$ cat config.mk
export PLATFORM = sky130hd
export DESIGN_NAME = fan_regs
export DESIGN_NICKNAME = d
export VERILOG_FILES = /design/src/fan_pkg.sv /design/src/fan_sync.sv /design/src/fan_regs.sv
export SDC_FILE = /design/constraint.sdc
export NUM_CORES = 1
export LEC_CHECK = 0
export BUFFER_PORTS_ARGS = -buffer_cell sky130_fd_sc_hd__buf_2
export CAP_MARGIN = 40
export CELL_PAD_IN_SITES_DETAIL_PLACEMENT = 0
export CELL_PAD_IN_SITES_GLOBAL_PLACEMENT = 2
export CORE_ASPECT_RATIO = 0.7
export CORE_MARGIN = 2
export CORE_UTILIZATION = 35
export DETAILED_ROUTE_END_ITERATION = 7
export PLACE_DENSITY = 0.77
export SKIP_LAST_GASP = 1
export SLEW_MARGIN = 15
export SYNTH_ARGS = -nofsm -noshare
export SYNTH_HDL_FRONTEND = slang
export SYNTH_HIERARCHICAL = 1
export SYNTH_SLANG_ARGS = --single-unit
$ cat constraint.sdc
create_clock -name CLK_SYS -period 2.7 [get_ports CLK_SYS]
set_input_delay 0.54 -clock CLK_SYS [delete_from_list [all_inputs] [get_ports CLK_SYS]]
set_output_delay 0.54 -clock CLK_SYS [all_outputs]
set_load 0.005 [all_outputs]
$ cat src/fan_pkg.sv
// Package: register map, field layout and reset values of the fiber AN regs
package fan_pkg;
  // Register offsets (12-bit register space)
  localparam logic [11:0] OFS_CTRL = 12'hC00;
  localparam logic [11:0] OFS_IDENT_HIGH = 12'hC02;
  localparam logic [11:0] OFS_IDENT_LOW = 12'hC03;
  localparam logic [11:0] OFS_ADVERTISE = 12'hC04;
  localparam logic [11:0] OFS_PARTNER = 12'hC05;
  // Field positions
  localparam int POS_MORE_PAGES = 15;
  localparam int POS_ACK = 14;
  localparam int POS_FAULT = 12;
  localparam int POS_ASYM = 8;
  localparam int POS_SYM = 7;
  localparam int POS_HALF = 6;
  localparam int POS_FULL = 5;
  localparam int POS_RESTART = 9;
  localparam int POS_MODEL = 4;
  localparam int POS_ORG_LOWER = 10;
  // Writable bits of the advertisement register
  localparam logic [15:0] ADV_WMASK = 16'hB1E0;
  // Meaningful bits of the partner ability register
  localparam logic [15:0] PARTNER_MASK = 16'hF1E0;
  // Reset values
  localparam logic [15:0] ADV_RESET = 16'h0020;
  localparam logic [15:0] PARTNER_RESET = 16'h0000;
  // Fault codes
  localparam logic [1:0] FAULT_LINK_OK = 2'h0;
  localparam logic [1:0] FAULT_OFFLINE = 2'h1;
  localparam logic [1:0] FAULT_LINK_FAIL = 2'h2;
  localparam logic [1:0] FAULT_AN_ERROR = 2'h3;
endpackage

$ cat src/fan_sync.sv
// Three-stage input synchroniser for signals from outside the clock domain
`timescale 1ns/10ps
`default_nettype none
module fan_sync #(
  parameter int WIDTH = 1
) (
  // Clock and reset
  input wire logic clk,
  input wire logic rst,
  input wire logic ce,
  // Data
  input wire logic [WIDTH-1:0] din,
  output logic [WIDTH-1:0] dout
);
  logic [WIDTH-1:0] s1_r;
  logic [WIDTH-1:0] s2_r;
  logic [WIDTH-1:0] s3_r;
  logic [WIDTH-1:0] out_r;

  // Stage one feeds only stage two; the output moves when two and three agree
  always_ff @(posedge clk or posedge rst)
  begin
    if (rst)
    begin
      s1_r <= '0;
      s2_r <= '0;
      s3_r <= '0;
      out_r <= '0;
    end
    else if (ce)
    begin
      s1_r <= din;
      s2_r <= s1_r;
      s3_r <= s2_r;
      if (s2_r == s3_r)
        out_r <= s3_r;
    end
  end

  assign dout = out_r;
endmodule
`default_nettype wire

$ cat src/fan_regs.sv
// Fiber auto-negotiation advertisement, partner ability and ident registers
//
// Chosen here: the address-and-strobe port.
`timescale 1ns/10ps
`default_nettype none
module fan_regs #(
  parameter logic [13:0] ORG_IDENT_UPPER = 14'h0155, // Arbitrary value
  parameter logic [5:0] ORG_IDENT_LOWER = 6'h15, // Arbitrary value
  parameter logic [5:0] MODEL_NUMBER = 6'h2A, // Arbitrary value
  parameter logic [3:0] REVISION_NUMBER = 4'h3 // Arbitrary value
) (
  // Clock, reset, enable
  input wire logic CLK_SYS,
  input wire logic RST,
  input wire logic CE,
  // Register port
  input wire logic [11:0] REG_ADDR,
  input wire logic [15:0] REG_WDATA,
  input wire logic REG_WR,
  input wire logic REG_RD,
  output logic [15:0] REG_RDATA,
  // Received base page from the link (asynchronous to CLK_SYS)
  input wire logic [15:0] RX_PAGE,
  input wire logic RX_PAGE_VALID,
  // Negotiation engine
  input wire logic AN_RESTART_DONE,
  output logic AN_RESTART,
  output logic [15:0] TX_PAGE
);
  // ------------------------------------------------------------
  // Synchronisers
  // ------------------------------------------------------------
  logic [16:0] sync_in;
  logic [16:0] sync_out;
  logic valid_s;
  logic [15:0] page_s;
  logic valid_d_r;
  logic page_strobe;

  assign sync_in = {RX_PAGE_VALID, RX_PAGE};

  fan_sync #(.WIDTH(17)) u_sync (
    .clk(CLK_SYS),
    .rst(RST),
    .ce(CE),
    .din(sync_in),
    .dout(sync_out)
  );

  assign valid_s = sync_out[16];
  assign page_s = sync_out[15:0];
  // Rising valid marks one new page; the page must be held steady with it
  assign page_strobe = valid_s & ~valid_d_r;

  // ------------------------------------------------------------
  // Address decode
  // ------------------------------------------------------------
  logic hit_ctrl;
  logic hit_high;
  logic hit_low;
  logic hit_adv;
  logic hit_partner;
  logic wr_adv;
  logic wr_ctrl;

  assign hit_ctrl = (REG_ADDR == fan_pkg::OFS_CTRL);
  assign hit_high = (REG_ADDR == fan_pkg::OFS_IDENT_HIGH);
  assign hit_low = (REG_ADDR == fan_pkg::OFS_IDENT_LOW);
  assign hit_adv = (REG_ADDR == fan_pkg::OFS_ADVERTISE);
  assign hit_partner = (REG_ADDR == fan_pkg::OFS_PARTNER);
  assign wr_adv = REG_WR & hit_adv;
  assign wr_ctrl = REG_WR & hit_ctrl;

  // ------------------------------------------------------------
  // Registers
  // ------------------------------------------------------------
  logic [15:0] adv_r;
  logic [15:0] adv_nxt;
  logic [15:0] partner_r;
  logic [15:0] partner_nxt;
  logic restart_r;
  logic restart_nxt;
  logic [15:0] rdata_r;
  logic [15:0] rdata_nxt;
  logic [15:0] ident_high;
  logic [15:0] ident_low;
  logic [15:0] ctrl_view;

  // Only writable fields take the write data
  // read zero
  // Masking keeps ack, reserved and low bits at zero
  assign adv_nxt = wr_adv
    ? (REG_WDATA & fan_pkg::ADV_WMASK)
    : adv_r;

  // capture page
  // Last page is held until the next one; reserved bits dropped
  assign partner_nxt = page_strobe
    ? (page_s & fan_pkg::PARTNER_MASK)
    : partner_r;

  // self clear
  // Set wins over the engine's done pulse so a restart is never lost
  assign restart_nxt = (wr_ctrl & REG_WDATA[fan_pkg::POS_RESTART])
    | (restart_r & ~AN_RESTART_DONE);

  assign ident_high = {2'h0, ORG_IDENT_UPPER};
  assign ident_low = {ORG_IDENT_LOWER, MODEL_NUMBER, REVISION_NUMBER};
  assign ctrl_view = 16'h0000 | (16'(restart_r) << fan_pkg::POS_RESTART);

  // Read mux; unmapped addresses read zero
  assign rdata_nxt = !REG_RD ? 16'h0000
    : hit_high ? ident_high
    : hit_low ? ident_low
    : hit_adv ? adv_r
    : hit_partner ? partner_r
    : hit_ctrl ? ctrl_view
    : 16'h0000;

  // State update, frozen while the enable is low
  always_ff @(posedge CLK_SYS or posedge RST)
  begin
    if (RST)
    begin
      adv_r <= fan_pkg::ADV_RESET;
      partner_r <= fan_pkg::PARTNER_RESET;
      restart_r <= 1'b0;
      rdata_r <= 16'h0000;
      valid_d_r <= 1'b0;
    end
    else if (CE)
    begin
      adv_r <= adv_nxt;
      partner_r <= partner_nxt;
      restart_r <= restart_nxt;
      rdata_r <= rdata_nxt;
      valid_d_r <= valid_s;
    end
  end

  // Outputs come straight from flip-flops
  assign REG_RDATA = rdata_r;
  assign AN_RESTART = restart_r;
  assign TX_PAGE = adv_r;
endmodule
`default_nettype wire

### Word-level counts from Yosys, hierarchy flattened

Index checks and enable logic that the tools add are counted.

* register bits: 101
* bits of input ports: 51
* output and inout bits: 33
* word-level logic and storage cells: 32

* eq/ne operators: 6
* multiplexer cells: 6
* bitwise gates (word level): 8
* reduce and logical (&&, ||, !) cells: 3

Operators with widths (number)
* 16-bit two-way mux: 5
* 12-bit == test, second input constant: 5
* 17-bit == test: 1
* 10-bit two-way mux: 1
* 2-bit AND reduction: 3
* 1-bit AND: 5
* 1-bit NOT: 2
* 1-bit bitwise OR: 1

### Depth between registers and ports, before layout

Gate-level depths: netlist (run 1).

* depth after elaboration: 7
* mapped depth: 6
* depth with buffers taken out: 5

### Modules after synthesis

The synthesis (run 1) kept the hierarchy.

Modules (own cells, without submodules)
* fan_sync: instances 1, cells each 167, area each 2753.9 sq um, seq. area each 1701.6 sq um
* fan_regs: instances 1, cells each 131, area each 1473.9 sq um, seq. area each 726.9 sq um

### Least setup slack after synthesis (run 1)

No wires, ideal clock.

* path type: in2reg
* from: input port REG_ADDR[5]
* to: register adv_r[12] (netlist: TX_PAGE[12])
* setup time: 125 ps
* arrival time: 2082 ps
* required time: 2575 ps
* setup slack: 493 ps
* stages on the path: 4
* buffers on the path: 1
* cells stage by stage: or4_1 > buf_2 > nor4_4 > mux2_4

* cells in the longest elaborated chain, start to end: 3

RTL lines
* start: declaration: line fan_regs.sv:17 `input wire logic [11:0] REG_ADDR,`
* 12-bit == test: line fan_regs.sv:69 `assign hit_adv = (REG_ADDR == fan_pkg::OFS_ADVERTISE);`
* 1-bit AND: line fan_regs.sv:71 `assign wr_adv = REG_WR & hit_adv;`
* 2-bit AND reduction (no source line)
* end signal: assignment: line fan_regs.sv:125 `adv_r <= fan_pkg::ADV_RESET;`
* end signal: assignment: line fan_regs.sv:133 `adv_r <= adv_nxt;`
* end: declaration: line fan_regs.sv:77 `logic [15:0] adv_r;`

No other way between the ends.
A chain may end at the register's enable or synchronous reset.

### Worst setup path in the final report (run 1)

* from: input port REG_ADDR[5]
* to: register rdata_r[9] (netlist: REG_RDATA[9])

* cells in the longest elaborated chain, start to end: 7
* elaborated cells between the ends (all ways): 11
* classes of those cells: eq/ne (5); mux (6)

RTL lines
* 12-bit == test: line fan_regs.sv:66 `assign hit_ctrl = (REG_ADDR == fan_pkg::OFS_CTRL);`
* 10-bit two-way mux: line fan_regs.sv:117 `: hit_ctrl ? ctrl_view`
* 16-bit two-way mux: line fan_regs.sv:116 `: hit_partner ? partner_r`
* 16-bit two-way mux: line fan_regs.sv:115 `: hit_adv ? adv_r`
* 16-bit two-way mux: line fan_regs.sv:114 `: hit_low ? ident_low`
* 16-bit two-way mux (*): line fan_regs.sv:113 `: hit_high ? ident_high`
* 16-bit two-way mux (*): line fan_regs.sv:112 `assign rdata_nxt = !REG_RD ? 16'h0000`
* end signal: assignment: line fan_regs.sv:136 `rdata_r <= rdata_nxt;`
* end: declaration: line fan_regs.sv:83 `logic [15:0] rdata_r;`

Every way passes the cells marked *; elsewhere a longest branch is shown, timed or not.

==> results.toml, run 1 <==
[outcome]
outcome = "complete, no violations"

[die]
fp.dieW_um = 130
std_cell_rows = 32
floorplan.initialDensity = 0.357
die_height_um = 92.5
floorplan.die_area_sq_mm = 0.0121
ioPinCount = 84
fp.coreArea_sq_mm = 0.0110

[cells_and_area]
finalNonFillerCells = 508
num_antenna_cells = 0
nNetsFinal = 401
area_delta_synth_final_pct = 20.4
post_route_cells_drive_above_1_share = 0.496

[worst_setup_path]
worst_setup_path_start_kind = "input port"
crit-reg2reg-capture = "u_sync/dout[6]$_DFFE_PP0P_"
r2r_setup_slack_ps = 940
r2r_start = "u_sync/s2_r[1]$_DFFE_PP0P_"
critPathArrivalTime_ps = 2320
ff2ff_path_depth = 5
worstSetupPathType = "in -> reg"
cp-end-kind = "flop"
worst_ep_required_time_ps = 2960
worstPathMaxFanout = 6

[clocking]
cts_root_buf = "clkbuf_16"
cts.sink_count = 89
clk_transition_reported_paths_ps = 60
cts_post_setup_buffers_inserted = 0
max_h_tree_level = 3
post_cts_hold_buffer_count = 0
clockBufferDepth = 2
cts_resized = 0
worst_skew_pair.late_latency_ps = 340
cts_buffers = 9
tritoncts = "yes"

[synthesis]
syn-instance-count = 282
yosysWarningCount = 6
total_standard_cell_area_after_synthesis_sq_mm = 0.00392
synth_area_per_cell_sq_um = 13.9

[power_and_ir_drop]
net-switching-power_w = 0.000735
power.internal_w = 0.00247
proportion_of_power_drawn_by_flip_flops_and_latches = 0.478
clock_power_share = 0.420
powerDensity_mw_per_mm2 = 680
combinationalPowerShare = 0.102
ir_drop_uv = 353
total_leakage_power_nw = 2.19
netSwitchingFraction = 0.229

[worst_hold_path]
timing.hold.worst.class = "in -> async"

[drt]
finalWirelength_um = 7050
wl_per_cell_um = 13.9
detail_route.vias_per_cell = 4.46
remaining_drc_errors = 0
drt_iter0_markers = 121
detail_route.first_pass.iterations = 4
vias = 2265
final_antenna_net_count = 0

[sta]
timing.final.setup_violations = 0
worst_slew_margin_rel = 0.569
fin_setup_tns_ps = 0
fin_skew_ps = 7.04
drv_slew = 0
period_minus_slack_ps = 2050
tightest_slew_ps = 646
hold_viol = 0
period_share = 0.761
max_clock_freq_mhz = 487
grt_setup_unrepaired = "no"

[global_route]
initial_antenna_violation_count = 0
number_of_global_route_vias_before_repair = 2335
grt_pass1_wl_um = 11400
grt_max_degree = 45
grt_use_total = 0.125
overflow = 0

[placement]
hpwlAfterDp_um = 5080
io_buffers = 64
gp_routability_congestion = 0.760
post-place-cells = 492

[job]
maxCapViolations = 0
sequential cells by signal, indices dropped and copies added (netlist names):
name	flops
valid_d_r	1
AN_RESTART	1
u_sync/s3_r	17
TX_PAGE	7
u_sync/s2_r	17
REG_RDATA	12
partner_r	8
u_sync/dout	9
u_sync/s1_r	17
layout by cell type, fill, tap and decap left out, types with 2 or more instances in the layout:
| cell type | instances |
|---|---|
| a21oi_1 | 10 |
| buf_2 | 64 |
| buf_4 | 7 |
| bufinv_16 | 2 |
| clkbuf_16 | 9 |
| clkinv_4 | 3 |
| conb_1 | 11 |
| dfrtp_1 | 88 |
| inv_1 | 10 |
| mux2_2 | 67 |
| mux2_4 | 12 |
| nand2_1 | 5 |
| nand2b_1 | 2 |
| nand3b_1 | 3 |
| nand4_1 | 3 |
| nor2b_1 | 7 |
| nor4_1 | 3 |
| o21ai_0 | 4 |
| o22ai_1 | 7 |
| xnor2_1 | 13 |
| xor2_1 | 4 |
layer usage:
layer | GRT usage | routed length [um]
met1 | 0.175 | 3510
met2 | 0.179 | 3080
met3 | 0.0427 | 370
met4 | 0.0452 | 89
met5 | 0 | 0
metrics by stage:
step                      cell area (sq um)  setup WS [ps]  hold WS, ps  utilization  power [W]
after CTS                              4720            654          299        0.430    0.00326
after global placement                 4390            306          481        0.400    0.00188
after floorplan                        3960            493          457            -    0.00180
after detailed placement               4390            302          486        0.400    0.00189
final                                  4720            646          288        0.430    0.00321
after global routing                   4720            636          340        0.430    0.00335
area by class of cell:
cell class / count / area (sq um)
Clock inverter: 6 / 91.3
Fill cell: 1027 / 6250
Tap cell: 153 / 191
Sequential cell: 89 / 2230
Multi-Input combinational cell: 167 / 1530
Timing Repair Buffer: 72 / 393
Clock buffer: 10 / 239
Inverter: 11 / 41.3
power by group through the flow:
stage | combinational (W) | clock (W) | sequential, W
after floorplan | 0.000265 | 0 | 0.00154
after global placement | 0.000326 | 0 | 0.00156
after detailed placement | 0.000333 | 0 | 0.00156
after CTS | 0.000337 | 0.00139 | 0.00154
after global routing | 0.000366 | 0.00144 | 0.00155
final | 0.000328 | 0.00135 | 0.00153
worst max path at each step:
stage,cells past startpoint,end,from,slack [ps]
final,5,REG_RDATA[9]$_DFFE_PP0P_,REG_ADDR[5],650
after global routing,5,REG_RDATA[9]$_DFFE_PP0P_,REG_ADDR[5],640
after CTS,5,REG_RDATA[9]$_DFFE_PP0P_,REG_ADDR[5],650
after detailed placement,5,REG_RDATA[9]$_DFFE_PP0P_,REG_ADDR[5],300
after global placement,5,REG_RDATA[9]$_DFFE_PP0P_,REG_ADDR[5],310
after floorplan,4,TX_PAGE[12]$_DFFE_PP0P_,REG_ADDR[5],490
critical path, stage by stage:
cell and delay (ps):
buf_2 90, or4_1 660, or4b_4 580, or3_1 380
o21ai_2 60
Note: power is estimated with default switching activity, not from simulation.
==> run 2, diff against run 1 <==
CORE_UTILIZATION = 34   (was 35)
PLACE_DENSITY = 0.78   (was 0.77)
clock period = 1.68 ns   (was 2.7 ns; I/O delays follow)
==> run 2 against run 1 <==
The flow now finishes with violations (setup timing); worst hold slack worse by 210 ps; clock skew shrank 0.94 ps; via count increased by 4.4%; power rose by 62%; flip-flop and latch count stayed put; register-to-register slack got worse by 980 ps; sequential share of layout area is 1.8 points lower; core utilization is 1.0 points higher; count of clock-buffer cells in the layout unchanged; highest routed layer unchanged.
==> results.toml, run 2 (synthesized netlist as in run 1, its figures left out) <==
[outcome]
outcome = "complete, but fails checks"
violations = "setup timing"

[power_and_ir_drop]
power.internal_w = 0.00401
power.total_w = 0.00519
proportion_of_power_drawn_by_flip_flops_and_latches = 0.476
ir_drop_uv = 641
netSwitchingFraction = 0.227
clock_power_share = 0.406
total_leakage_power_nw = 2.31
net-switching-power_w = 0.00118
combinationalPowerShare = 0.118
powerDensity_mw_per_mm2 = 1060

[sta]
max_clock_freq_mhz = 580
hold_viol = 0
fin_setup_tns_ps = -345
timing.final.setup_violations = 9
drv_slew = 0
post-route-worst-setup-slack_ps = -43.5
grt_setup_unrepaired = "yes"
fin_skew_ps = 6.10
period_share = 1.03
period_minus_slack_ps = 1720

[drt]
remaining_drc_errors = 0
detail_route.vias_per_cell = 4.48
detail_route.first_pass.iterations = 4
finalWirelength_um = 7130
drt_iter0_markers = 124
wl_per_cell_um = 13.5
vias = 2364
final_antenna_net_count = 0

[placement]
io_buffers = 64
place_area_sq_mm = 0.00455
preCtsSetupSlack_ps = -288
hpwlAfterDp_um = 5270
post-place-cells = 512
gp_routability_congestion = 0.793

[global_route]
initial_antenna_violation_count = 0
grt_use_total = 0.124
grt_pass1_wl_um = 12000
grt_max_degree = 61
overflow = 0
number_of_global_route_vias_before_repair = 2398

[clocking]
cts_root_buf = "clkbuf_16"
clockBufferDepth = 2
clk_transition_reported_paths_ps = 60
post_cts_hold_buffer_count = 0
cts.sink_count = 89
cts_post_setup_buffers_inserted = 0
max_h_tree_level = 3
worst_skew_pair.late_latency_ps = 330
tritoncts = "yes"
cts_buffers = 9

[worst_setup_path]
worst_ep_required_time_ps = 1900
cp-end-kind = "flop"
worstSetupPathType = "reg -> reg"
r2r_start = "u_sync/s3_r[2]$_DFFE_PP0P_"
critPathArrivalTime_ps = 1940
worst_setup_path_start_kind = "flop"
critical_path_start = "u_sync/s3_r[2]$_DFFE_PP0P_"
crit-reg2reg-capture = "u_sync/dout[8]$_DFFE_PP0P_"
crit_path_end = "u_sync/dout[8]$_DFFE_PP0P_"
worstPathMaxFanout = 5
ff2ff_path_depth = 5
r2r_setup_slack_ps = -40

[worst_hold_path]
timing.hold.worst.class = "in -> async"

[die]
floorplan.initialDensity = 0.352
fp.coreArea_sq_mm = 0.0111
std_cell_rows = 32
floorplan.die_area_sq_mm = 0.0124
die_height_um = 93.8
fp.dieW_um = 132
ioPinCount = 84

[job]
maxCapViolations = 0

[cells_and_area]
layout_commonest_cell = "dfrtp_1"
post-route-cell-area_sq_mm = 0.00490
num_antenna_cells = 0
finalNonFillerCells = 528
mostFrequentLayoutCells = "dfrtp_1, mux2_2, buf_2"
regs_by_ff_count = "u_sync/s1_r x17, u_sync/s2_r x17, u_sync/s3_r x17"
post_route_cells_drive_above_1_share = 0.528
nNetsFinal = 422
area_delta_synth_final_pct = 25.0
run 2: per-layer routing:
metal | vias up | wire, um | global-route usage
met4 | 0 | 70 | 0.0349
met2 | 45 | 3030 | 0.174
met5 | - | 0 | 0
met1 | 1165 | 3710 | 0.176
met3 | 6 | 318 | 0.0502
li1 | 1148 | - | -
run 2: repair_timing:
| item | 4_1_cts | 5_1_grt |
|---|---|---|
| pin swaps | 4 | 1 |
| gates cloned | 1 | 0 |
| resized for setup | 2 | 1 |
| endpoints found under the setup margin | 9 | 10 |
run 2: how the worst min path moves through the flow:
stage	startpoint	to	slack (ps)	cells past startpoint
after floorplan	RST	AN_RESTART$_DFFE_PP0P_	410	1
after global placement	RST	u_sync/s1_r[14]$_DFFE_PP0P_	450	3
after detailed placement	RST	u_sync/s1_r[14]$_DFFE_PP0P_	450	3
after CTS	RST	u_sync/s1_r[12]$_DFFE_PP0P_	90	3
after global routing	RST	u_sync/s2_r[14]$_DFFE_PP0P_	110	3
final	RST	u_sync/s1_r[12]$_DFFE_PP0P_	80	3
run 2: worst max-delay path: stages, from the launching register on:
cell	delay, ps
dfrtp_1	390
xnor2_1	190
nand4_1	200
nor3_4	290
nand4_4	200
mux2_4	340
run 2: area by class of cell:
| cell class | count | area (sq um) |
|---|---|---|
| Clock buffer | 10 | 239 |
| Clock inverter | 5 | 80.1 |
| Fill cell | 1051 | 6230 |
| Inverter | 11 | 45.0 |
| Multi-Input combinational cell | 168 | 1570 |
| Sequential cell | 89 | 2230 |
| Tap cell | 153 | 191 |
| Timing Repair Buffer | 92 | 543 |
run 2: power by group through the flow:
stage | Clock, W | Sequential [W] | Combinational, W
floorplan | 0 | 0.00247 | 0.000428
global placement | 0 | 0.00250 | 0.000586
detailed placement | 0 | 0.00251 | 0.000593
CTS | 0.00216 | 0.00247 | 0.000624
global route | 0.00227 | 0.00249 | 0.000673
finish | 0.00211 | 0.00247 | 0.000613
run 2: metrics by stage:
stage,hold slack (ps),util
2_1_floorplan,413,-
3_3_place_gp,447,0.408
3_5_place_dp,455,0.408
4_1_cts,93.4,0.440
5_1_grt,107,0.440
6_report,82.5,0.440
